### config.mk
export PLATFORM = sky130hd
export DESIGN_NAME = pshp_top
export DESIGN_NICKNAME = d
export VERILOG_FILES = /design/src/verilog/pshp_pkg.sv /design/src/verilog/pshp_top.sv /design/src/verilog/pshp_sync.sv /design/src/verilog/pshp_strobe.sv
export SDC_FILE = /design/constraint.sdc
export NUM_CORES = 1
export LEC_CHECK = 0
export ABC_AREA = 1
export BUFFER_PORTS_ARGS = -buffer_cell sky130_fd_sc_hd__buf_2
export CAP_MARGIN = 20
export CORE_ASPECT_RATIO = 0.8
export CORE_MARGIN = 4
export CORE_UTILIZATION = 29
export DETAILED_ROUTE_END_ITERATION = 8
export GPL_TIMING_DRIVEN = 0
export PLACE_DENSITY = 0.49
export SYNTH_ARGS = -nofsm -noshare
export SYNTH_HDL_FRONTEND = slang
export SYNTH_HIERARCHICAL = 1
export SYNTH_SLANG_ARGS = --single-unit
### constraint.sdc
create_clock -name mclk -period 2.35 [get_ports mclk]
set_input_delay 0.3525 -clock mclk [delete_from_list [all_inputs] [get_ports mclk]]
set_output_delay 0.3525 -clock mclk [all_outputs]
set_load 0.01 [all_outputs]
### src/verilog/pshp_pkg.sv
// Package: register map, field positions and reset values of the host slave port
package pshp_pkg;

    // Register indices as printed; byte address is four times the index
    localparam logic [9:0] PSHP_IDX_DATA_PORT_LATCH   = 10'h008;
    localparam logic [9:0] PSHP_IDX_CONTROL_PIN_PORT  = 10'h009;
    localparam logic [9:0] PSHP_IDX_IRQ_FLAGS_1       = 10'h00C;
    localparam logic [9:0] PSHP_IDX_DATA_PORT_DIR     = 10'h088;
    localparam logic [9:0] PSHP_IDX_DIR_HOST_STATUS   = 10'h089;
    localparam logic [9:0] PSHP_IDX_IRQ_ENABLES_1     = 10'h08C;
    localparam logic [9:0] PSHP_IDX_CONVERTER_CONFIG  = 10'h09F;

    localparam int PSHP_ADDR_W = 12;
    localparam int PSHP_DATA_W = 32;

    // Direction and host status field positions
    localparam int PSHP_BIT_IN_PENDING   = 7;
    localparam int PSHP_BIT_OUT_PENDING  = 6;
    localparam int PSHP_BIT_IN_OVERRUN   = 5;
    localparam int PSHP_BIT_PORT_SELECT  = 4;
    localparam int PSHP_BIT_DIR_SELECT   = 2;
    localparam int PSHP_BIT_DIR_WRITE    = 1;
    localparam int PSHP_BIT_DIR_READ     = 0;

    // Interrupt flag and enable position
    localparam int PSHP_BIT_HOST_IRQ     = 7;

    // Control pin positions on the three-pin port
    localparam int PSHP_PIN_READ         = 0;
    localparam int PSHP_PIN_WRITE        = 1;
    localparam int PSHP_PIN_SELECT       = 2;

    // Values after reset
    localparam logic [7:0] PSHP_RST_DIR_HOST_STATUS  = 8'h07;
    localparam logic [7:0] PSHP_RST_IRQ_FLAGS_1      = 8'h00;
    localparam logic [7:0] PSHP_RST_IRQ_ENABLES_1    = 8'h00;
    localparam logic [7:0] PSHP_RST_CONVERTER_CONFIG = 8'h00;
    localparam logic [7:0] PSHP_RST_DATA_PORT_DIR    = 8'hFF;
    localparam logic [7:0] PSHP_RST_DATA_LATCH       = 8'h00;
    localparam logic [2:0] PSHP_RST_CONTROL_LATCH    = 3'h0;

    // Synchroniser depth for pin inputs
    localparam int PSHP_SYNC_STAGES = 2;

endpackage

### src/verilog/pshp_top.sv
// Parallel slave host port with APB register access
//
// Notes on behaviour
// RULE_01: Host write sets input pending flag
// RULE_02: Output pending until host reads byte
// RULE_03: Write while pending sets sticky overrun
// RULE_04: Select bit picks host port or GPIO
// RULE_05: Low three bits set control pin directions
// RULE_06: Low read strobe with select reads latch
// RULE_07: Low write strobe with select writes latch
// RULE_08: Low select pin selects the device
// RULE_09: Write starts at first low select+write
// RULE_10: Read starts at first low select+read
// RULE_11: Software sets control pins as inputs
// RULE_12: Software sets control pins digital
// RULE_13: Host access asynchronous, strobes qualify
// RULE_14: Eight data bits in parallel
// RULE_15: Select bit makes control pins inputs
// RULE_16: Completed host transfer raises interrupt flag
// RULE_17: CPU read clears input, write sets output
// RULE_18: Host read drives latch while strobes low
`timescale 1ns/1ps
`default_nettype none
module pshp_top
    import pshp_pkg::*;
(
    // Clock and reset
    input  wire logic                       mclk,
    input  wire logic                       srst,
    // APB slave
    input  wire logic                       psel,
    input  wire logic                       penable,
    input  wire logic                       pwrite,
    input  wire logic [pshp_pkg::PSHP_ADDR_W-1:0] paddr,
    input  wire logic [pshp_pkg::PSHP_DATA_W-1:0] pwdata,
    output logic      [pshp_pkg::PSHP_DATA_W-1:0] prdata,
    output logic                            pready,
    output logic                            pslverr,
    // Interrupt
    output logic                            irq,
    // Eight-bit data pins
    input  wire logic [7:0]                 data_pin_in,
    output logic      [7:0]                 data_pin_out,
    output logic      [7:0]                 data_pin_oe,
    // Control pins: read, write, select
    input  wire logic [2:0]                 ctrl_pin_in,
    output logic      [2:0]                 ctrl_pin_out,
    output logic      [2:0]                 ctrl_pin_oe
);

    // Registers
    logic [7:0]  out_latch_r;
    logic [7:0]  in_latch_r;
    logic [2:0]  ctrl_latch_r;
    logic [7:0]  data_dir_r;
    logic [2:0]  ctrl_dir_r;
    logic        port_select_r;
    logic        in_pending_r;
    logic        out_pending_r;
    logic        in_overrun_r;
    logic        irq_flag_r;
    logic        irq_enable_r;
    logic [7:0]  conv_cfg_r;

    // Bus outputs
    logic [31:0] prdata_r;
    logic        pready_r;
    logic        pslverr_r;
    logic        irq_r;
    logic [7:0]  data_out_r;
    logic [7:0]  data_oe_r;
    logic [2:0]  ctrl_out_r;
    logic [2:0]  ctrl_oe_r;

    // Synchronised pins
    logic [7:0]  data_s;
    logic [2:0]  ctrl_s;

    // Host events
    logic        rd_active;
    logic        rd_start;
    logic        rd_done;
    logic        wr_active;
    logic        wr_start;
    logic        wr_done;

    // Bus decode
    logic [9:0]  reg_idx;
    logic        acc_phase;
    logic        bus_done;
    logic        bus_wr;
    logic        bus_rd;
    logic        hit;
    logic [7:0]  rd_mux;
    logic [7:0]  wbyte;
    logic [7:0]  status_byte;

    // Register decode is used both for the read path and for the error answer
    function automatic logic idx_mapped(input logic [9:0] idx);
        return idx == PSHP_IDX_DATA_PORT_LATCH  || idx == PSHP_IDX_CONTROL_PIN_PORT ||
               idx == PSHP_IDX_IRQ_FLAGS_1      || idx == PSHP_IDX_DATA_PORT_DIR    ||
               idx == PSHP_IDX_DIR_HOST_STATUS  || idx == PSHP_IDX_IRQ_ENABLES_1    ||
               idx == PSHP_IDX_CONVERTER_CONFIG;
    endfunction

    // Host pins come from another timing world
    pshp_sync #(.WIDTH(8), .RST_LEVEL(1'b0)) u_data_sync ( // RULE_13
        .mclk     (mclk),
        .srst     (srst),
        .async_in (data_pin_in),
        .sync_out (data_s)
    );

    pshp_sync #(.WIDTH(3), .RST_LEVEL(1'b1)) u_ctrl_sync ( // RULE_13
        .mclk     (mclk),
        .srst     (srst),
        .async_in (ctrl_pin_in),
        .sync_out (ctrl_s)
    );

    // Select low qualifies both strobes
    pshp_strobe u_rd_strobe ( // RULE_06 RULE_08 RULE_10
        .mclk     (mclk),
        .srst     (srst),
        .select_n (ctrl_s[PSHP_PIN_SELECT]),
        .strobe_n (ctrl_s[PSHP_PIN_READ]),
        .enable   (port_select_r),
        .active   (rd_active),
        .start    (rd_start),
        .done     (rd_done)
    );

    pshp_strobe u_wr_strobe ( // RULE_07 RULE_08 RULE_09
        .mclk     (mclk),
        .srst     (srst),
        .select_n (ctrl_s[PSHP_PIN_SELECT]),
        .strobe_n (ctrl_s[PSHP_PIN_WRITE]),
        .enable   (port_select_r),
        .active   (wr_active),
        .start    (wr_start),
        .done     (wr_done)
    );

    assign reg_idx   = paddr[11:2];
    assign acc_phase = psel & penable;
    assign bus_done  = acc_phase & pready_r;
    assign hit       = idx_mapped(reg_idx);
    assign bus_wr    = bus_done & pwrite & hit;
    assign bus_rd    = bus_done & ~pwrite & hit;
    assign wbyte     = pwdata[7:0];

    assign status_byte = {in_pending_r, out_pending_r, in_overrun_r, port_select_r,
                          1'b0, ctrl_dir_r};

    // Read mux; in host mode the latch reads the byte the host wrote
    always_comb begin
        rd_mux = 8'h00;
        unique case (reg_idx)
            PSHP_IDX_DATA_PORT_LATCH:  rd_mux = port_select_r ? in_latch_r : data_s;
            PSHP_IDX_CONTROL_PIN_PORT: rd_mux = {5'h00, ctrl_s};
            PSHP_IDX_IRQ_FLAGS_1:      rd_mux = {irq_flag_r, 7'h00};
            PSHP_IDX_DATA_PORT_DIR:    rd_mux = data_dir_r;
            PSHP_IDX_DIR_HOST_STATUS:  rd_mux = status_byte;
            PSHP_IDX_IRQ_ENABLES_1:    rd_mux = {irq_enable_r, 7'h00};
            PSHP_IDX_CONVERTER_CONFIG: rd_mux = conv_cfg_r;
            default:                   rd_mux = 8'h00;
        endcase
    end

    // APB answer: one wait state, data and error registered before completion
    always_ff @(posedge mclk) begin
        if (srst) begin
            pready_r  <= 1'b0;
            prdata_r  <= 32'h0000_0000;
            pslverr_r <= 1'b0;
        end else if (acc_phase & ~pready_r) begin
            pready_r  <= 1'b1;
            prdata_r  <= {24'h00_0000, rd_mux};
            pslverr_r <= ~hit;
        end else begin
            pready_r  <= 1'b0;
            pslverr_r <= 1'b0;
        end
    end

    // Mode select and direction bits; status bits above are read only except overrun, which software clears by writing zero
    always_ff @(posedge mclk) begin
        if (srst) begin
            port_select_r <= PSHP_RST_DIR_HOST_STATUS[PSHP_BIT_PORT_SELECT];
            ctrl_dir_r    <= PSHP_RST_DIR_HOST_STATUS[2:0];
        end else if (bus_wr && reg_idx == PSHP_IDX_DIR_HOST_STATUS) begin
            port_select_r <= wbyte[PSHP_BIT_PORT_SELECT]; // RULE_04
            ctrl_dir_r    <= wbyte[2:0]; // RULE_05
        end
    end

    // Plain storage registers
    always_ff @(posedge mclk) begin
        if (srst) begin
            data_dir_r   <= PSHP_RST_DATA_PORT_DIR;
            ctrl_latch_r <= PSHP_RST_CONTROL_LATCH;
            conv_cfg_r   <= PSHP_RST_CONVERTER_CONFIG;
            irq_enable_r <= PSHP_RST_IRQ_ENABLES_1[PSHP_BIT_HOST_IRQ];
        end else if (bus_wr) begin
            if (reg_idx == PSHP_IDX_DATA_PORT_DIR) begin
                data_dir_r <= wbyte;
            end
            if (reg_idx == PSHP_IDX_CONTROL_PIN_PORT) begin
                ctrl_latch_r <= wbyte[2:0];
            end
            if (reg_idx == PSHP_IDX_CONVERTER_CONFIG) begin
                conv_cfg_r <= wbyte;
            end
            if (reg_idx == PSHP_IDX_IRQ_ENABLES_1) begin
                irq_enable_r <= wbyte[PSHP_BIT_HOST_IRQ];
            end
        end
    end

    // CPU side of the output latch and its pending flag
    always_ff @(posedge mclk) begin
        if (srst) begin
            out_latch_r   <= PSHP_RST_DATA_LATCH;
            out_pending_r <= 1'b0;
        end else if (bus_wr && reg_idx == PSHP_IDX_DATA_PORT_LATCH) begin
            out_latch_r   <= wbyte;
            out_pending_r <= port_select_r; // RULE_17
        end else if (rd_start) begin
            out_pending_r <= 1'b0; // RULE_02
        end
    end

    // Host write captures all eight bits; a new byte beats a CPU read clear
    always_ff @(posedge mclk) begin
        if (srst) begin
            in_latch_r   <= PSHP_RST_DATA_LATCH;
            in_pending_r <= 1'b0;
        end else if (wr_start) begin
            in_latch_r   <= data_s; // RULE_14
            in_pending_r <= 1'b1; // RULE_01
        end else if (bus_rd && reg_idx == PSHP_IDX_DATA_PORT_LATCH && port_select_r) begin
            in_pending_r <= 1'b0; // RULE_17
        end
    end

    // Overrun stays until software writes it to zero; a new overrun wins
    always_ff @(posedge mclk) begin
        if (srst) begin
            in_overrun_r <= PSHP_RST_DIR_HOST_STATUS[PSHP_BIT_IN_OVERRUN];
        end else if (wr_start && in_pending_r) begin
            in_overrun_r <= 1'b1; // RULE_03
        end else if (bus_wr && reg_idx == PSHP_IDX_DIR_HOST_STATUS) begin
            in_overrun_r <= in_overrun_r & wbyte[PSHP_BIT_IN_OVERRUN];
        end
    end

    // Sticky transfer flag, write one to clear, set wins over clear
    always_ff @(posedge mclk) begin
        if (srst) begin
            irq_flag_r <= PSHP_RST_IRQ_FLAGS_1[PSHP_BIT_HOST_IRQ];
        end else if (rd_done || wr_done) begin
            irq_flag_r <= 1'b1; // RULE_16
        end else if (bus_wr && reg_idx == PSHP_IDX_IRQ_FLAGS_1 && wbyte[PSHP_BIT_HOST_IRQ]) begin
            irq_flag_r <= 1'b0;
        end
    end

    always_ff @(posedge mclk) begin
        if (srst) begin
            irq_r <= 1'b0;
        end else begin
            irq_r <= irq_flag_r & irq_enable_r; // RULE_16
        end
    end

    // Pin drivers; host read data lags the strobes by the synchroniser delay plus one register
    always_ff @(posedge mclk) begin
        if (srst) begin
            data_out_r <= PSHP_RST_DATA_LATCH;
            data_oe_r  <= 8'h00;
            ctrl_out_r <= PSHP_RST_CONTROL_LATCH;
            ctrl_oe_r  <= 3'h0;
        end else begin
            data_out_r <= out_latch_r;
            ctrl_out_r <= ctrl_latch_r;
            if (port_select_r) begin
                data_oe_r <= {8{rd_active}}; // RULE_18
                ctrl_oe_r <= 3'h0; // RULE_15
            end else begin
                data_oe_r <= ~data_dir_r;
                ctrl_oe_r <= ~ctrl_dir_r; // RULE_05
            end
        end
    end

    assign prdata       = prdata_r;
    assign pready       = pready_r;
    assign pslverr      = pslverr_r;
    assign irq          = irq_r;
    assign data_pin_out = data_out_r;
    assign data_pin_oe  = data_oe_r;
    assign ctrl_pin_out = ctrl_out_r;
    assign ctrl_pin_oe  = ctrl_oe_r;

endmodule
`default_nettype wire

### src/verilog/pshp_sync.sv
// Two-flop synchroniser for asynchronous pin inputs
`timescale 1ns/1ps
`default_nettype none
module pshp_sync #(
    parameter int         WIDTH     = 8,
    parameter logic [0:0] RST_LEVEL = 1'b1
) (
    // Clock and reset
    input  wire logic             mclk,
    input  wire logic             srst,
    // Pin side
    input  wire logic [WIDTH-1:0] async_in,
    // Clock domain side
    output logic      [WIDTH-1:0] sync_out
);

    logic [WIDTH-1:0] meta_r;
    logic [WIDTH-1:0] sync_r;

    // The first stage feeds only the second stage
    always_ff @(posedge mclk) begin
        if (srst) begin
            meta_r <= {WIDTH{RST_LEVEL}};
            sync_r <= {WIDTH{RST_LEVEL}};
        end else begin
            meta_r <= async_in;
            sync_r <= meta_r;
        end
    end

    assign sync_out = sync_r;

endmodule
`default_nettype wire

### src/verilog/pshp_strobe.sv
// Host strobe detector: active level, start pulse and end pulse of one strobe
`timescale 1ns/1ps
`default_nettype none
module pshp_strobe (
    // Clock and reset
    input  wire logic mclk,
    input  wire logic srst,
    // Synchronised pins, active low; enable is active high
    input  wire logic select_n,
    input  wire logic strobe_n,
    input  wire logic enable,
    // Transfer events
    output logic      active,
    output logic      start,
    output logic      done
);

    logic active_r;

    assign active = enable & ~select_n & ~strobe_n;

    always_ff @(posedge mclk) begin
        if (srst) begin
            active_r <= 1'b0;
        end else begin
            active_r <= active;
        end
    end

    // Start on the first sample with both lines low
    assign start = active & ~active_r;
    assign done  = ~active & active_r;

endmodule
`default_nettype wire

## Word level (Yosys, flattened, before mapping)

Cells that the tools add are included.

- Mux-type cells: 12
- Bitwise gates (word level): 29
- Eq/ne operators: 7
- Reductions and logical operators: 24

Operator list:

| cell | number |
|---|---|
| 8-bit one-hot mux with 7 select lines | 1 |
| 10-bit by 8-bit == test with 1-bit output, second input constant | 4 |
| 10-bit by 4-bit == test with 1-bit output, second input constant | 3 |
| 1-bit AND | 16 |
| 8-bit 2-to-1 mux | 2 |
| 1-bit NOT | 11 |
| 1-bit 2-to-1 mux | 9 |
| 8-bit NOT | 1 |
| 2-bit AND reduction | 4 |
| 2-bit nonzero test | 4 |
| 1-bit logical AND | 7 |
| 1-bit logical OR | 7 |
| 2-bit OR reduction | 2 |
| 3-bit NOT | 1 |

- Logic and storage cells: 98
- Register bits: 101
- Input port bits: 60
- Output and inout bits: 57

## Longest topological paths before layout

Gate-level depths: netlist of the first run.

- Word-level depth: 12
- Gate-level depth with buffers: 11
- Mapped depth without buffers: 11

## Modules after synthesis

The synthesis of the first run kept the hierarchy.

By module, submodules not included:

| module | instances | cells each | area an instance (um^2) |
|---|---|---|---|
| pshp_top | 1 | 455 | 3,380.7 |
| pshp_sync at u_data_sync | 1 | 50 | 474.2 |
| pshp_sync at u_ctrl_sync | 1 | 19 | 168.9 |
| pshp_strobe | 2 | 9 | 56.3 |

## Worst setup path after synthesis of the first run

Ideal clock, no wire load.

- Path type: in2reg
- Start point: in paddr[6] in the netlist's numbering
- End point: reg data_dir_r[3]
- Data arrival time: 1.368 ns
- Library setup time: 0.139 ns
- Stages: 11
- Path slack: 0.844 ns
- Path buffers: 1
- Path through: inv_2 nand2_2 nor2_4 inv_2 nor2_4 nor2_2 nand2_4 nand3_2 buf_6 nand2_1 nand3_1

- Word-level cells in the longest chain between the ends: 9
- Elaborated cells on any way between the ends: 15
- Classes of those cells: 7 x eq/ne; 1 x bitwise; 7 x reduce/logical

RTL lines:

| what | RTL line | text |
|---|---|---|
| from (decl) | pshp_top.sv:34 | `input wire logic [pshp_pkg::PSHP_ADDR_W-1:0] paddr,` |
| 10-bit by 4-bit == test with 1-bit output | pshp_top.sv:100 | `return idx == PSHP_IDX_DATA_PORT_LATCH \|\| idx == PSHP_IDX_CONTROL_PIN_PORT \|\|` |
| 1-bit logical OR (2 in a row) | pshp_top.sv:100 |  |
| 1-bit logical OR (2 in a row) | pshp_top.sv:101 | `idx == PSHP_IDX_IRQ_FLAGS_1 \|\| idx == PSHP_IDX_DATA_PORT_DIR \|\|` |
| 1-bit logical OR (2 in a row) | pshp_top.sv:102 | `idx == PSHP_IDX_DIR_HOST_STATUS \|\| idx == PSHP_IDX_IRQ_ENABLES_1 \|\|` |
| 1-bit AND | pshp_top.sv:148 | `assign bus_wr = bus_done & pwrite & hit;` |
| 2-bit AND reduction (no line) (*) | n/a |  |
| to (signal assigned) | pshp_top.sv:206 | `data_dir_r <= wbyte;` |
| to (decl) | pshp_top.sv:55 | `logic [7:0] data_dir_r;` |

Every way passes the cells marked *; elsewhere a longest branch is shown, timed or not.
A chain may end at the register's enable or synchronous reset.

## Final worst setup path of the first run

- Start point: reg pready_r, in the netlist pready
- End point: reg prdata_r[6], in the netlist prdata[6]

- Word-level cells in the longest chain between the ends: 2

RTL lines:

| what | RTL line | text |
|---|---|---|
| from (decl) | pshp_top.sv:67 | `logic pready_r;` |
| from (signal assigned) | pshp_top.sv:173 | `pready_r <= 1'b0;` |
| from (signal assigned) | pshp_top.sv:177 | `pready_r <= 1'b1;` |
| from (signal assigned) | pshp_top.sv:181 | `pready_r <= 1'b0;` |
| 1-bit NOT | pshp_top.sv:176 | `end else if (acc_phase & ~pready_r) begin` |
| 1-bit AND | pshp_top.sv:176 |  |
| to (signal assigned) | pshp_top.sv:178 | `prdata_r <= {24'h00_0000, rd_mux};` |
| to (decl) | pshp_top.sv:66 | `logic [31:0] prdata_r;` |

Every way passes these cells.

==> reports/qor.yml, run 1 <==
outcome: "finished clean"
ir_worst_vdd_uv: 322
rsz0062_at_grt: "no"
finalHoldViolCount: 0
seqPwrFrac_pct: 52.6
num-nets-final: 701
die_area_mm2: 0.0162
fp.coreArea_mm2: 0.0137
ant_nets: 0
start_util_pct: 30.1
postSynthAreaPerCell_um2: 7.64
worst_pin_slew_ns: 0.596
gp_congestion: 0.857
fmaxAchievable_mhz: 524
cts_setup_buffers: 0
arrival_ns: 2.12
cts_hold_buf: 0
synth_cells: 541
stdcell_count: 826
dpl.hpwl_um: 8180
diodes: 0
grt_max_degree: 17
drv_slew: 0
leakage_nw: 2.50
htree_levels: 3
syn_to_final_growth_pct: 22.0
power_w: 0.00332
clk_pin_slew_ns: 0.07
clk_latency_ns: 0.34
cts_made_buffers: 9
power_frac_comb_pct: 6.4
internal-power_w: 0.00254
layout_commonest_cell: "nand2_1"
die_y_um: 115
drt_wl_total_um: 10600
cp-start-kind: "register"
overflow: 0
dp_cells: 810
drt_iter0_drc: 244
first_pass_iters: 5
power.clock.fraction_pct: 41.0
setup_violations: 0
cpMostUsedCell: "a41oi_1"
port_buffers: 66
cts_sinks: 101
drive_gt1_share_pct: 22.8
cts-root-buf: "clkbuf_16"
row_count: 38
wl_per_cell_um: 12.9
slew-limit-headroom_pct: 60.2
holdCritPathClass: "in -> reg"
route.detailed.drc: 0
crit_slowest_cell: "clkinv_1"
track_usage_pct: 13.6
r2r_start: "pready"
power_density_mw_per_mm2: 658
dieWidth_um: 141
final_cell_mix: "nand2_1 (124), dfxtp_1 (101), nor2_1 (77)"
period_share_pct: 81.3
netlist_area_mm2: 0.00413
crit_fanout: 10
cts.repair.resized: 0
via_per_inst: 4.27
grt_pass1_vias: 3405
critical_path.startpoint: "pready"
fin_util_pct: 36.7
crit_chain: "nor2_2 -> clkinv_1 -> a41oi_1 -> a41oi_1"
antenna_found_initial: 0
num_vias: 3524
fin_skew_ns: 0.00689
hold_path_startpoint: "ctrl_pin_in[2]"
cts_tree: "yes"
maxCapViolCount: 0
grt_pass1_wl_um: 17300
setup_tns_ns: 0
p_switching_w: 0.000783
endpoint_kind: "register"
cpPeakStageDelay_ns: 0.44
post-route-min-period_ns: 1.91
switching_share_pct: 23.6
worstPathRequired_ns: 2.56
io_pins: 117
crit_type: "reg -> reg"
cts_buffer_depth: 2
synth_warnings: 6
[area by class of cell]
class,count,area (um^2)
multi-input cells,348,1640
clock inverters,5,35.0
inverters,77,294
well taps,180,225
fillers,1472,8700
flip-flops and latches,101,2020
repair buffers,66,330
clock buffers,11,233
plain buffers,38,267
[worst max-delay path: cells and delay by family (launching register included)]
family	cells	cell delay, ns
flip-flops	1	0.33
buffers and inverters	1	0.44
AO/OA/AOI/OAI	2	0.57
AND/OR/NAND/NOR	1	0.42
[worst paths after layout]
check	endpoint	cells past startpoint	slack (ns)
max	prdata[6]	4	0.44
max reg2reg	prdata[6]	4	0.44
min reg2reg	u_data_sync/sync_out[0]	2	0.40
min	u_ctrl_sync/meta_r[2]	3	0.18
[sequential cells by signal, summed over array words and instances, names as in the netlist, 3 cells and up]
| signal | flops |
|---|---|
| u_ctrl_sync/sync_out | 3 |
| ctrl_latch_r | 3 |
| u_ctrl_sync/meta_r | 3 |
| u_data_sync/meta_r | 8 |
| ctrl_dir_r | 3 |
| u_data_sync/sync_out | 8 |
| out_latch_r | 8 |
| ctrl_pin_out | 3 |
| data_dir_r | 8 |
| conv_cfg_r | 8 |
| ctrl_pin_oe | 3 |
| data_pin_oe | 8 |
| in_latch_r | 8 |
| prdata | 8 |
| data_pin_out | 8 |
[through the flow]
step           area (um^2)  hold slack [ns]  setup WS (ns)
2_1_floorplan         4220            0.387          0.844
3_3_place_gp          4770            0.394          0.314
3_5_place_dp          4770            0.393          0.311
4_1_cts               5040            0.171          0.496
5_1_grt               5040            0.170          0.310
6_report              5040            0.181          0.441
[power groups by stage]
stage / Clock [W] / Combinational, W / Sequential (W)
2_1_floorplan: 0 / 0.000131 / 0.00178
4_1_cts: 0.00140 / 0.000212 / 0.00174
5_1_grt: 0.00148 / 0.000240 / 0.00175
6_report: 0.00136 / 0.000212 / 0.00174
3_3_place_gp: 0 / 0.000209 / 0.00178
3_5_place_dp: 0 / 0.000212 / 0.00178
[layer usage]
layer	global-route usage, %	wire (um)
met1	19.8	5470
met2	19.5	4270
met3	3.45	681
met4	4.67	195
met5	0	0
No activity file was read; power rests on OpenSTA's default activity.
==> run 2, diff against run 1 <==
PLACE_DENSITY = 0.5   (was 0.49)
clock period = 1.55 ns   (was 2.35 ns; I/O delays follow)
==> reports/qor.yml, run 2 (synthesized netlist as in run 1, its figures left out) <==
outcome: "finished clean"
hold_path_startpoint: "ctrl_pin_in[1]"
htree_levels: 3  # unchanged
first_pass_iters: 4  # -1
track_usage_pct: 13.2  # -0.37 points
ant_nets: 0  # unchanged
endpoint_kind: "register"
drt_wl_total_um: 10600  # -0.28%
grt_pass1_vias: 3369  # -1.1%
leakage_nw: 2.53  # +1.2%
cts-root-buf: "clkbuf_16"
drive_gt1_share_pct: 24.8  # +2.1 points
row_count: 38  # unchanged
via_per_inst: 4.27  # about the same
finalHoldViolCount: 0  # unchanged
crit_fanout: 10  # unchanged
stdcell_count: 829  # +0.36%
num-nets-final: 704  # +0.43%
slew-limit-headroom_pct: 59.2  # -1.0 points
cts_tree: "yes"
fmaxAchievable_mhz: 670  # +28%
io_pins: 117  # unchanged
diodes: 0  # unchanged
ir_worst_vdd_uv: 512  # +59%
grt_max_degree: 18  # +1
fp.coreArea_mm2: 0.0137  # unchanged
power_density_mw_per_mm2: 988  # +50%
holdCritPathClass: "in -> reg"
maxCapViolCount: 0  # unchanged
clk_latency_ns: 0.35  # about the same
whs_ns: 0.0494  # -0.132 ns
grt_pass1_wl_um: 16900  # -2.7%
port_buffers: 66  # unchanged
arrival_ns: 1.71  # -0.41 ns
cts_made_buffers: 9  # unchanged
dpl.hpwl_um: 8200  # +0.28%
cpPeakStageDelay_ns: 0.34  # -0.10 ns
cts_hold_buf: 0  # unchanged
critical_path.startpoint: "pready"
clk_pin_slew_ns: 0.07  # about the same
num_vias: 3540  # +0.45%
die_area_mm2: 0.0162  # unchanged
cts_buffer_depth: 2  # unchanged
antenna_found_initial: 0  # unchanged
setup_violations: 0  # unchanged
post-route-min-period_ns: 1.49  # -0.416 ns
overflow: 0  # unchanged
crit_type: "reg -> reg"
cts_sinks: 101  # unchanged
layout_commonest_cell: "nand2_1"
worstPathRequired_ns: 1.77  # -0.79 ns
wl_per_cell_um: 12.8  # -0.64%
dieWidth_um: 141  # unchanged
route.detailed.drc: 0  # unchanged
cp-start-kind: "register"
start_util_pct: 30.1  # unchanged
dp_cells: 810  # unchanged
drv_slew: 0  # unchanged
period_share_pct: 96.3  # +15 points
die_y_um: 115  # unchanged
crit_chain: "nor2_4 -> clkinv_2 -> a41oi_1 -> a41oi_1"
r2r_start: "pready"
gp_congestion: 0.846  # -1.3%
drt_iter0_drc: 287  # +18%
fin_skew_ns: 0.00915  # +0.00226 ns
cpMostUsedCell: "a41oi_1"
worst_pin_slew_ns: 0.611  # +0.0149 ns
crit_slowest_cell: "dfxtp_2"
syn_to_final_growth_pct: 24.3
final_cell_mix: "nand2_1 (124), dfxtp_1 (99), nor2_1 (75)"
## run 2: changes by cell type in the layout (fill, tap and decap cells not counted), sizes merged
| cell | before | now |
|---|---|---|
| buf | 94 | 97 |
| clkinv | 6 | 4 |
| inv | 75 | 77 |
| clkinvlp | 1 | 2 |
| clkbuf | 21 | 20 |
## run 2: cell type report
type	instances	area, um^2
Timing Repair Buffer	69	365
Clock inverter	6	45.0
Buffer	38	269
Inverter	77	298
Tap cell	180	225
Fill cell	1464	8610
Sequential cell	101	2020
Multi-Input combinational cell	348	1680
Clock buffer	10	229
## run 2: through the flow
stage / total power (W) / setup TNS [ns] / area (um^2) / setup WS [ns] / util, %
2_1_floorplan: 0.00290 / 0 / 4220 / 0.125 / -
3_3_place_gp: 0.00302 / -12.03 / 4770 / -0.387 / 34.7
3_5_place_dp: 0.00303 / -11.45 / 4770 / -0.414 / 34.7
4_1_cts: 0.00514 / 0 / 5100 / 0.0488 / 37.1
5_1_grt: 0.00532 / -0.00460 / 5130 / -0.00460 / 37.4
6_report: 0.00507 / 0 / 5130 / 0.0568 / 37.4
## run 2: final timing paths
check                                  to  slack, ns  depth (start not counted)
hold / removal      u_ctrl_sync/meta_r[1]       0.05                          3
setup reg to reg                prdata[6]       0.06                          4
hold reg to reg   u_data_sync/sync_out[3]       0.40                          2
setup / recovery                prdata[6]       0.06                          4
## run 2: power by group
group / switching [W] / leakage, nW / internal, W / total [W]
clock network: 0.000996 / 0.131 / 0.00110 / 0.00210
registers: 0.0000152 / 0.821 / 0.00263 / 0.00265
logic: 0.000207 / 1.58 / 0.000125 / 0.000331
total: 0.00122 / 2.53 / 0.00385 / 0.00507
## run 2: layer usage
layer	up-vias	GRT usage [%]	share of wire, %
li1	1844	-	-
met1	1594	18.7	52
met2	88	19.5	41
met3	14	4.12	6.1
met4	0	3.84	1.5
met5	-	0	0
## run 2: critical path, delay by kind of cell, from the launching register on
kind	cells	cell delay [ns]
and+or+nand+nor	1	0.29
AOI/OAI and AO/OA	2	0.49
buffers and inverters	1	0.25
DFF	1	0.34
## run 2: what timing repair did
action / CTS / global route
gates cloned: 0 / 0
pin swaps: 1 / 1
setup endpoints to repair: 52 / 24
buffers inserted: 2 / 1
gates resized for setup: 8 / 9
==> run 3, diff against run 2 <==
ABC_AREA = not set   (was 1)
CAP_MARGIN = not set   (was 20)
SETUP_SLACK_MARGIN = 0.05   (was not set)
==> reports/qor.yml, run 3 <==
outcome: "finished clean"
gp_congestion: 0.792  # -6.4%
synth_warnings: 6  # unchanged
power.clock.fraction_pct: 42.8  # +1.5 points
rsz0062_at_grt: "yes"
worst_pin_slew_ns: 0.666  # +0.0548 ns
port_buffers: 66  # unchanged
track_usage_pct: 13.9  # +0.64 points
num_vias: 3404  # -3.8%
arrival_ns: 1.72  # about the same
crit_fanout: 6  # -4
dpl.hpwl_um: 8490  # +3.5%
drt_iter0_drc: 313  # +9.1%
clk_latency_ns: 0.35  # about the same
row_count: 38  # unchanged
placed_area_mm2: 0.00479  # +0.37%
grt_pass1_vias: 3107  # -7.8%
die_area_mm2: 0.0162  # -0.51%
drive_gt1_share_pct: 34.3  # +9.5 points
num-nets-final: 606  # -14%
htree_levels: 3  # unchanged
ir_worst_vdd_uv: 495  # -3.4%
drt_wl_total_um: 11300  # +6.4%
fp.coreArea_mm2: 0.0137  # unchanged
netlist_area_mm2: 0.00411  # -0.54%
leakage_nw: 2.17  # -14%
postSynthAreaPerCell_um2: 9.32  # +22%
io_pins: 117  # unchanged
cts_made_buffers: 9  # unchanged
wl_per_cell_um: 15.4  # +21%
internal-power_w: 0.00407  # +5.7%
cpPeakStageDelay_ns: 0.41  # +0.07 ns
endpoint_kind: "register"
preCtsSetupSlack_ns: -0.718  # -0.304 ns
setup_tns_ns: 0  # unchanged
dp_cells: 710  # -12%
route.detailed.drc: 0  # unchanged
grt_pass1_wl_um: 17300  # +2.7%
dieWidth_um: 141  # -0.26%
overflow: 0  # unchanged
drv_slew: 0  # unchanged
finalHoldViolCount: 0  # unchanged
crit_chain: "clkbuf_8 -> or3b_4 -> a21oi_4 -> o21ai_2 -> a211oi_2"
seqPwrFrac_pct: 49.5  # -2.6 points
slew-limit-headroom_pct: 55.2  # -4.1 points
holdCritPathClass: "in -> reg"
final_cell_mix: "dfxtp_1 (99), buf_2 (72), buf_4 (32)"
power_density_mw_per_mm2: 1020  # +3.0%
diodes: 0  # unchanged
cts_tree: "yes"
crit_type: "reg -> reg"
worstPathRequired_ns: 1.82  # +0.05 ns
fmaxAchievable_mhz: 688  # +2.8%
cts_hold_buf: 0  # unchanged
grt_max_degree: 27  # +9
period_share_pct: 93.7  # -2.6 points
die_y_um: 114  # -0.26%
via_per_inst: 4.66  # +9.0%
cts_sinks: 101  # unchanged
setup_violations: 0  # unchanged
first_pass_iters: 5  # +1
switching_share_pct: 24.0  # about the same
power_frac_comb_pct: 7.7  # +1.2 points
cts-root-buf: "clkbuf_16"
clk_pin_slew_ns: 0.07  # about the same
syn_to_final_growth_pct: 28.2
synth_cells: 441  # -18%
ant_nets: 0  # unchanged
crit_slowest_cell: "or3b_4"
cp-start-kind: "register"
start_util_pct: 29.9  # -0.16 points
cts_buffer_depth: 2  # unchanged
fin_util_pct: 38.3  # +0.97 points
fin_skew_ns: 0.0105  # +0.00137 ns
post-route-min-period_ns: 1.45  # -0.0404 ns
maxCapViolCount: 0  # unchanged
p_switching_w: 0.00129  # +5.7%
post-route-cell-area_mm2: 0.00527  # +2.6%
fin_ws_ns: 0.0971  # +0.0404 ns
antenna_found_initial: 0  # unchanged
stdcell_count: 731  # -12%
layout_commonest_cell: "dfxtp_1"
run 3: critical path: cells and delay by family (launching register included):
kind / cells / cell delay (ns)
AND/OR/NAND/NOR: 1 / 0.41
buffers and inverters: 1 / 0.16
AO/OA/AOI/OAI: 3 / 0.48
flip-flops: 1 / 0.33
run 3: per-stage QoR:
step           hold slack [ns]  power [W]
6_report                0.0631    0.00536
3_3_place_gp             0.386    0.00311
5_1_grt                 0.0499    0.00556
3_5_place_dp             0.387    0.00311
2_1_floorplan            0.305    0.00296
4_1_cts                 0.0502    0.00541
run 3: power by group through the flow:
stage	sequential (W)	clock, W	combinational (W)
global placement	0.00271	0	0.000396
global route	0.00266	0.00245	0.000454
finish	0.00265	0.00230	0.000414
CTS	0.00265	0.00236	0.000404
floorplan	0.00272	0	0.000246
detailed placement	0.00271	0	0.000401
run 3: area by class of cell:
| cell class | count | area [um^2] |
|---|---|---|
| clock inverter | 6 | 70.1 |
| multi-input combinational | 304 | 1940 |
| tap | 180 | 225 |
| timing repair buffer | 75 | 402 |
| inverter | 8 | 30.0 |
| buffer | 47 | 343 |
| sequential | 101 | 2020 |
| fill | 1391 | 8470 |
| clock buffer | 10 | 229 |
run 3: what timing repair did:
action	in CTS	in global routing
gates cloned	1	0
gates resized for setup	24	24
buffers inserted	7	1
pin swaps	7	7
endpoints found under the setup margin	65	50
run 3: worst paths after layout:
kind / from / end / slack (ns) / cells past startpoint
max: port_select_r / prdata[4] / 0.1 / 5
min reg2reg: u_ctrl_sync/meta_r[1] / u_ctrl_sync/sync_out[1] / 0.40 / 1
min: ctrl_pin_in[2] / u_ctrl_sync/meta_r[2] / 0.06 / 2
max reg2reg: port_select_r / prdata[4] / 0.1 / 5
run 3: layer usage:
layer	track usage, %	vias to the layer above	part of all wire [%]
met5	0	-	0
met1	21.1	1580	51
li1	-	1691	-
met3	4.22	12	8.5
met4	3.29	0	0.97
met2	18.9	121	40
